[src/sar_pkg.sv]
// Purpose: Shared constants, states and carriers for the SAR converter control and serial readout
// Assumes: Core clock mclk at 40 MHz
// Notes: Timing counts are derived from times in ns
`default_nettype none
package sar_pkg;
   localparam int DATA_W = 16;
   localparam int FIFO_DEPTH = 4;
   localparam int CNT_W = 5;
   localparam logic [DATA_W-1:0] ZERO_WORD = 16'h0000;
   localparam logic [DATA_W-1:0] MSB_MASK = 16'h8000;
   localparam logic [DATA_W-1:0] LSB_MASK = 16'h0001;
   localparam logic [CNT_W-1:0] BITS_PER_WORD = 5'h10;
   localparam logic [CNT_W-1:0] CNT_ZERO = 5'h00;
   localparam logic [CNT_W-1:0] CNT_ONE = 5'h01;
   localparam int MCLK_PERIOD_NS = 25;
   // One approximation step; covers comparator settling plus its synchroniser
   localparam int STEP_TIME_NS = 75;
   localparam int STEP_CYC_RAW = (STEP_TIME_NS + MCLK_PERIOD_NS - 1) / MCLK_PERIOD_NS;
   localparam int STEP_CYCLES = (STEP_CYC_RAW < 1) ? 1 : STEP_CYC_RAW;
   localparam logic [CNT_W-1:0] STEP_LAST = CNT_W'(STEP_CYCLES - 1);

   typedef enum logic [1:0] {
      ST_ACQUIRE = 2'b00,
      ST_CONVERT = 2'b01,
      ST_STORE = 2'b10
   } conv_state_e;

   typedef struct packed {
      logic convert_strobe;
      logic daisy_select;
      logic enable_or_chain_in;
      logic sck;
      logic cmp_above;
   } pin_in_s;

   localparam pin_in_s PINS_RESET = '{default: 1'b0};
endpackage
`default_nettype wire

[src/sar_adc_readout.sv]
// Purpose: Conversion sequencing, result buffering and serial readout of a 16-bit SAR converter
// Assumes: All pins are asynchronous to mclk; SCK much slower than mclk (sampled, not used as clock)
// Notes: Comparator and capacitor DAC are analog; this logic drives the trial code and reads the decision
//
// Contract
// RQ1 - Daisy select low: normal mode, shared pin enables or disables serial output.
// RQ2 - Daisy select high: chain mode, shared pin is the chain serial input.
// RQ3 - Chain mode accepts upstream converter data on the chain input.
// RQ4 - Rising convert strobe wakes from power-down and starts a conversion. Code drops the edge while the result buffer is full.
// RQ5 - Busy rises when conversion starts, falls when it finishes.
// RQ6 - Enabled output shifts result or chained data, one bit per SCK rise, MSB first.
// RQ7 - Result on the serial output is unsigned straight binary.
// RQ8 - Each finished conversion yields a 16-bit word prepared for serial transfer.
// RQ9 - Alternate acquisition (DAC tracks input) and conversion (DAC holds, resolves).
// RQ10 - Successive approximation from half scale down to 1/65536, one bit per step.
// RQ11 - Zero to reference maps onto 2^16 codes; zero input gives code zero.
// RQ12 - Step timing comes from an internal time base, no host conversion clock.
// RQ13 - No restart during conversion; host moves strobe only early or after completion.
// RQ14 - After completion power down and acquire; last result still readable.
// RQ15 - Host starts no conversion for 20 us after power-on reset.
// RQ16 - Normal mode: output driven after enable falls, released after it rises.
// RQ17 - Chain mode: SDI bits captured on SCK rise follow own 16 bits out.
`timescale 1ns/1ps
`default_nettype none

module sar_word_fifo #(
   parameter int WIDTH = 16,
   parameter int DEPTH = 4
) (
   // Clock and reset
   input wire logic clk,
   input wire logic rst_n,
   // Fill side
   input wire logic [WIDTH-1:0] in_data,
   input wire logic in_valid,
   output logic in_ready,
   // Drain side
   output logic [WIDTH-1:0] out_data,
   output logic out_valid,
   input wire logic out_ready
);
   localparam int PTR_W = (DEPTH > 1) ? $clog2(DEPTH) : 1;
   localparam logic [PTR_W:0] DEPTH_CNT = (PTR_W + 1)'(DEPTH);
   localparam logic [PTR_W-1:0] PTR_LAST = PTR_W'(DEPTH - 1);

   logic [WIDTH-1:0] mem_q [DEPTH];
   logic [PTR_W-1:0] wr_q, wr_d, rd_q, rd_d;
   logic [PTR_W:0] cnt_q, cnt_d;
   logic push, pop;

   function automatic logic [PTR_W-1:0] ptr_next(input logic [PTR_W-1:0] p);
      ptr_next = (p == PTR_LAST) ? '0 : p + 1'b1;
   endfunction

   always_comb begin
      in_ready = (cnt_q != DEPTH_CNT);
      out_valid = (cnt_q != '0);
      out_data = mem_q[rd_q];
      push = in_valid && in_ready;
      pop = out_valid && out_ready;
      wr_d = push ? ptr_next(wr_q) : wr_q;
      rd_d = pop ? ptr_next(rd_q) : rd_q;
      cnt_d = cnt_q;
      if (push && !pop) begin
         cnt_d = cnt_q + 1'b1;
      end else if (pop && !push) begin
         cnt_d = cnt_q - 1'b1;
      end
   end

   always_ff @(posedge clk) begin
      if (!rst_n) begin
         wr_q <= '0;
         rd_q <= '0;
         cnt_q <= '0;
      end else begin
         wr_q <= wr_d;
         rd_q <= rd_d;
         cnt_q <= cnt_d;
      end
   end

   // Storage needs no reset; count guards every read
   always_ff @(posedge clk) begin
      if (push) begin
         mem_q[wr_q] <= in_data;
      end
   end
endmodule // sar_word_fifo

module sar_adc_readout
   import sar_pkg::*;
#(
   parameter int WORD_W = DATA_W,
   parameter int BUF_DEPTH = FIFO_DEPTH
) (
   // Clock and reset
   input wire logic mclk,
   input wire logic rst_n,
   // Conversion control
   input wire logic convert_strobe,
   output logic busy,
   // Serial port
   input wire logic daisy_select,
   input wire logic enable_or_chain_in,
   input wire logic sck,
   output logic sdo_o,
   output logic sdo_oe,
   // Analog front end
   input wire logic cmp_above,
   output logic [WORD_W-1:0] sampling_cap_dac,
   output logic dac_track
);
   // Two-stage synchroniser; stage one is read only by stage two
   pin_in_s pins_raw, sync1_q, sync2_q, prev_q;

   always_comb begin
      pins_raw.convert_strobe = convert_strobe;
      pins_raw.daisy_select = daisy_select;
      pins_raw.enable_or_chain_in = enable_or_chain_in;
      pins_raw.sck = sck;
      pins_raw.cmp_above = cmp_above;
   end

   always_ff @(posedge mclk) begin
      if (!rst_n) begin
         sync1_q <= PINS_RESET;
         sync2_q <= PINS_RESET;
         prev_q <= PINS_RESET;
      end else begin
         sync1_q <= pins_raw;
         sync2_q <= sync1_q;
         prev_q <= sync2_q;
      end
   end

   logic cnv_rise, sck_rise;
   assign cnv_rise = sync2_q.convert_strobe && !prev_q.convert_strobe;
   assign sck_rise = sync2_q.sck && !prev_q.sck;

   // Buffer between conversion results and the shifter
   logic [WORD_W-1:0] fifo_out;
   logic fifo_in_ready, fifo_out_valid, fifo_pop;
   logic push_q, push_d;
   logic [WORD_W-1:0] result_q, result_d;

   sar_word_fifo #(
      .WIDTH(WORD_W),
      .DEPTH(BUF_DEPTH)
   ) u_fifo (
      .clk(mclk),
      .rst_n(rst_n),
      .in_data(result_q),
      .in_valid(push_q),
      .in_ready(fifo_in_ready),
      .out_data(fifo_out),
      .out_valid(fifo_out_valid),
      .out_ready(fifo_pop)
   );

   // Conversion sequencer
   conv_state_e state_q, state_d;
   logic [WORD_W-1:0] mask_q, mask_d, dac_q, dac_d;
   logic [CNT_W-1:0] step_q, step_d;
   logic busy_q, busy_d, track_q, track_d;
   logic [WORD_W-1:0] trial_word;

   // Comparator high means the input is at or above the trial level: keep the bit
   function automatic logic [WORD_W-1:0] cmp_decide(input logic [WORD_W-1:0] acc,
                                                   input logic [WORD_W-1:0] bit_mask,
                                                   input logic above);
      cmp_decide = above ? (acc | bit_mask) : acc;
   endfunction

   function automatic logic [WORD_W-1:0] mask_half(input logic [WORD_W-1:0] m);
      mask_half = m >> 1;
   endfunction

   // Shared by the step timer and the bit counter
   function automatic logic [CNT_W-1:0] count_down(input logic [CNT_W-1:0] c);
      count_down = c - CNT_ONE;
   endfunction

   always_comb begin
      state_d = state_q;
      mask_d = mask_q;
      result_d = result_q;
      dac_d = dac_q;
      step_d = step_q;
      busy_d = busy_q;
      track_d = track_q;
      push_d = 1'b0;
      trial_word = result_q;
      case (state_q)
         ST_ACQUIRE: begin
            // Full buffer refuses the start; the strobe edge is dropped and the converter stays in acquisition
            if (cnv_rise && fifo_in_ready) begin // [RQ4]
               state_d = ST_CONVERT;
               busy_d = 1'b1; // [RQ5]
               track_d = 1'b0; // [RQ9]
               mask_d = MSB_MASK; // [RQ10]
               result_d = ZERO_WORD; // [RQ11]
               dac_d = MSB_MASK;
               step_d = STEP_LAST;
            end
         end
         ST_CONVERT: begin
            // Strobe edges are ignored here, so a conversion never restarts
            if (step_q == CNT_ZERO) begin // [RQ12] [RQ13]
               trial_word = cmp_decide(result_q, mask_q, sync2_q.cmp_above);
               result_d = trial_word; // [RQ10]
               mask_d = mask_half(mask_q);
               dac_d = trial_word | mask_half(mask_q);
               step_d = STEP_LAST;
               if (mask_q == LSB_MASK) begin
                  state_d = ST_STORE;
                  dac_d = trial_word;
               end
            end else begin
               step_d = count_down(step_q);
            end
         end
         ST_STORE: begin
            push_d = 1'b1; // [RQ8]
            busy_d = 1'b0; // [RQ5]
            track_d = 1'b1; // [RQ14] [RQ9]
            state_d = ST_ACQUIRE;
         end
         default: begin
            state_d = ST_ACQUIRE;
            busy_d = 1'b0;
            track_d = 1'b1;
         end
      endcase
   end

   always_ff @(posedge mclk) begin
      if (!rst_n) begin
         state_q <= ST_ACQUIRE;
         mask_q <= ZERO_WORD;
         result_q <= ZERO_WORD;
         dac_q <= ZERO_WORD;
         step_q <= CNT_ZERO;
         busy_q <= 1'b0;
         track_q <= 1'b1;
         push_q <= 1'b0;
      end else begin
         state_q <= state_d;
         mask_q <= mask_d;
         result_q <= result_d;
         dac_q <= dac_d;
         step_q <= step_d;
         busy_q <= busy_d;
         track_q <= track_d;
         push_q <= push_d;
      end
   end

   // Serial shifter; its low end takes the chain input, so upstream data trails our word
   logic [WORD_W-1:0] shreg_q, shreg_d;
   logic [CNT_W-1:0] left_q, left_d;
   logic sdo_q, sdo_d, oe_q, oe_d, chain_bit;

   always_comb begin
      shreg_d = shreg_q;
      left_d = left_q;
      fifo_pop = 1'b0;
      chain_bit = sync2_q.daisy_select ? sync2_q.enable_or_chain_in : 1'b0; // [RQ2] [RQ3]
      // Normal mode: shared pin is the active-low enable
      oe_d = sync2_q.daisy_select || !sync2_q.enable_or_chain_in; // [RQ1] [RQ16]
      if (sck_rise && oe_q) begin
         shreg_d = {shreg_q[WORD_W-2:0], chain_bit}; // [RQ6] [RQ17]
         if (left_q != CNT_ZERO) begin
            left_d = count_down(left_q);
         end
      end else if (left_q == CNT_ZERO && fifo_out_valid) begin
         // New word only once the previous one is fully shifted
         shreg_d = fifo_out; // [RQ7]
         left_d = BITS_PER_WORD;
         fifo_pop = 1'b1;
      end
      sdo_d = shreg_d[WORD_W-1]; // [RQ6]
   end

   always_ff @(posedge mclk) begin
      if (!rst_n) begin
         shreg_q <= ZERO_WORD;
         left_q <= CNT_ZERO;
         sdo_q <= 1'b0;
         oe_q <= 1'b0;
      end else begin
         shreg_q <= shreg_d;
         left_q <= left_d;
         sdo_q <= sdo_d;
         oe_q <= oe_d;
      end
   end

   assign busy = busy_q;
   assign sdo_o = sdo_q;
   assign sdo_oe = oe_q;
   assign sampling_cap_dac = dac_q;
   assign dac_track = track_q;
endmodule // sar_adc_readout
`default_nettype wire

[config.mk]
export PLATFORM = sky130hd
export DESIGN_NAME = sar_adc_readout
export DESIGN_NICKNAME = d
export VERILOG_FILES = /design/src/sar_pkg.sv /design/src/sar_adc_readout.sv
export SDC_FILE = /design/constraint.sdc
export NUM_CORES = 1
export LEC_CHECK = 0
export ABC_AREA = 1
export BUFFER_PORTS_ARGS = -buffer_cell sky130_fd_sc_hd__buf_4
export CAP_MARGIN = 0
export CORE_MARGIN = 3
export CORE_UTILIZATION = 50
export CTS_CLUSTER_DIAMETER = 200
export DETAILED_ROUTE_END_ITERATION = 12
export PLACE_DENSITY = 0.74
export RECOVER_POWER = 50
export SYNTH_ARGS = -nofsm -noshare
export SYNTH_HDL_FRONTEND = slang
export SYNTH_SLANG_ARGS = --single-unit
[constraint.sdc]
create_clock -name mclk -period 5.4 [get_ports mclk]
set_input_delay 1.08 -clock mclk [delete_from_list [all_inputs] [get_ports mclk]]
set_output_delay 1.08 -clock mclk [all_outputs]
set_load 0.01 [all_outputs]
==> metrics <==
status finished, final reports clean; # resized after CTS 0; area of placed instances about 0.0075 mm2; first-pass GRT wire length approximately 23000 um; vias about 5400; EDFF count, synth 64; IO Pins 27; CP Max Fanout 22; DIE HEIGHT 127 um; non-filler cells, final between 1000 and 1500; Area growth syn-to-layout 9.82%; Yosys cell types 29; Mean Syn Cell Area 7.79 um2; setup TNS 0 ns; Syn Inst Count between 900 and 1000; Mapped Nets ~950; register bit count reported by yosys 165; core area ~0.014 mm2; HP Class register to register; max-slew violation count 0; CTS Buffer Depth 2; layer with the highest usage met2; dpl cells between 1000 and 1500; Synth Warn # 0; die area ~0.016 mm2; worst setup path class register to register; unrepaired setup endpoints after global routing false; mapped cell area ~0.0073 mm2; WP data arrival 3.46 ns; routing usage on met1 0.231; TritonCTS Buffers 17; Initial Util 0.519; final setup fails 0; Fin. Hold Viols 0; TritonCTS clock tree done; vias in the first global route 5083; # hold bufs at CTS 0; area leader, netlist dfxtp_1; NumNets Final approximately 960; layout cells sized above 1 0.0545; H-tree depth 4; Worst-path clk slew 0.06 ns; pin count of the biggest net entering global routing 64; residual overflow from global routing 0; synth cell count leaders nand2_1 (234), inv_1 (158), nor2_1 (144); Final min period about 3.1 ns; post-route ant nets 0; CP endpoint kind register; Yosys top cell area share 0.277; Port-buffer cells 26; Worst-Margin Slew 1.10 ns; antenna violations before repair 0; total global-route track usage 0.180; GR Util met3 0.0522; Vias/cell ~4.8; ANT cells 0; fill count around 1200; Worst EP required roughly 5.7 ns; clk_lat worst skew 0.43 ns; worst vdd ir 0.392 mV; HPWL after DPL about 8600 um; GR Layer Usage met2 0.294; Final Skew between 0.007 and 0.008 ns; WL/cell roughly 12 um; top post-synthesis cells by area dfxtp_1 (28%), edfxtp_1 (26%), nand2_1 (12%), inv_1 (8.1%), nor2_1 (7.4%); Clock Sink Count around 170; Post-CTS Setup Repair Bufs 0; ys flop type dfxtp_1; cell area after layout 0.00800 mm2; P_leak about 3.7 nW; worst rel slew slack 0.263; DRC violations left 0; final WL roughly 14000 um; drt pass-1 iters 5; Max Clk Rate ~320 MHz; final RePlAce weighted congestion 0.790; CP Launch Type register; Die W 127 um; CTS Root Buffer Type clkbuf_16; Seq/Total Area, Yosys 0.541; starting DRC count in detailed routing 357; FFs w/ async S/R, synth 0; PwrDens 463 mW/mm2; most common cell in the netlist nand2_1; standard-cell rows 43; period utilization 0.583; Max-cap violations 0
[state kept, by name (all words and copies together) (netlist names), named ones only]
signal,count
sdo_o,1
u_fifo.mem_q,64
mask_q,16
u_fifo.cnt_q,3
sampling_cap_dac,16
push_q,1
result_q,16
left_q,5
u_fifo.rd_q,2
prev_q,2
sync1_q,5
u_fifo.wr_q,2
sync2_q,5
dac_track,1
state_q,2
busy,1
sdo_oe,1
step_q,5
shreg_q,15
[metrics by stage]
stage | setup WS, ns | power [mW] | hold WS [ns] | util
floorplan | 3.37 | 2.36 | 0.390 | -
global placement | 2.29 | 2.55 | 0.392 | 0.535
detailed placement | 2.26 | 2.57 | 0.400 | 0.535
CTS | 2.27 | 3.76 | 0.415 | 0.576
global route | 1.92 | 3.96 | 0.440 | 0.570
finish | 2.25 | 3.70 | 0.412 | 0.570
[path summary, 6_finish.rpt]
kind                            cells past startpoint              end  slack (ns)  startpoint
worst max register to register                      9  u_fifo.cnt_q[2]        2.25   prev_q[1]
worst min register to register                      2       sync2_q[3]        0.41  sync1_q[3]
worst min-delay path                                2       sync2_q[3]        0.41  sync1_q[3]
worst max-delay path                                9  u_fifo.cnt_q[2]        2.25   prev_q[1]
[worst max-delay path: stages, from the launching register on]
cell,delay [ns]
dfxtp_1,0.29
nand3b_1,0.61
nand3_1,0.97
ha_1,0.27
inv_1,0.07
fa_1,0.38
a21oi_1,0.14
o21ai_0,0.11
o21ai_0,0.16
a21oi_1,0.05
[cell usage in the layout (no fill, tap or decap)]
| cell type | Yosys | layout |
|---|---|---|
| clkbuf_16 | 0 | 17 |
| nand3b_1 | 2 | 2 |
| nand3_2 | 2 | 2 |
| inv_1 | 158 | 158 |
| a21oi_1 | 58 | 58 |
| dfxtp_1 | 101 | 101 |
| edfxtp_1 | 64 | 64 |
| buf_4 | 4 | 8 |
| nor2_1 | 144 | 141 |
| clkbuf_1 | 14 | 21 |
| clkinv_2 | 0 | 3 |
| a211oi_1 | 1 | 1 |
| clkinv_4 | 0 | 1 |
| inv_8 | 0 | 1 |
| nand2_2 | 3 | 3 |
| nand2_1 | 234 | 235 |
| inv_6 | 0 | 4 |
| clkinv_1 | 1 | 2 |
| bufinv_16 | 0 | 2 |
| xnor2_1 | 1 | 1 |
| nor3_1 | 9 | 9 |
| nand3_1 | 69 | 69 |
| nand3_4 | 1 | 1 |
| inv_2 | 3 | 2 |
| o21ai_1 | 10 | 10 |
| xor2_1 | 3 | 3 |
| o21ai_0 | 14 | 14 |
| fa_1 | 1 | 1 |
| nand4_1 | 3 | 3 |
| ha_1 | 9 | 9 |
| clkinvlp_4 | 0 | 3 |
| nor2_2 | 1 | 5 |
[layout make-up]
type                            count  area (um2)  share of cell area
Sequential cell                   165        3940               0.493
Inverter                          162         608              0.0760
Tap cell                          180         225              0.0281
Clock buffer                       18         429              0.0536
Timing Repair Buffer               28         135              0.0169
Multi-Input combinational cell    567        2510               0.313
Clock inverter                     14         153              0.0191
[power breakdown]
part	total, mW	internal [mW]	switching (mW)	leakage, nW
combinational	0.893	0.293	0.600	1.99
sequential	1.62	1.48	0.146	1.41
clock	1.19	0.687	0.501	0.279
[layer usage]
| metal | vias to the layer above | part of all wire |
|---|---|---|
| met3 | 22 | 0.047 |
| li1 | 2890 | - |
| met4 | 0 | 0.018 |
| met1 | 2389 | 0.47 |
| met5 | - | 0 |
| met2 | 96 | 0.47 |
[logic make-up after synthesis]
logic type,Yosys count,synth area share
flip-flops,165,0.541
XOR/XNOR,4,0.00481
AO/OA/AOI/OAI,83,0.0574
adder cells (fa/ha/maj),10,0.0182
AND/OR/NAND/NOR,470,0.265
buffers and inverters,204,0.114
Note: power is estimated with default switching activity, not from simulation.
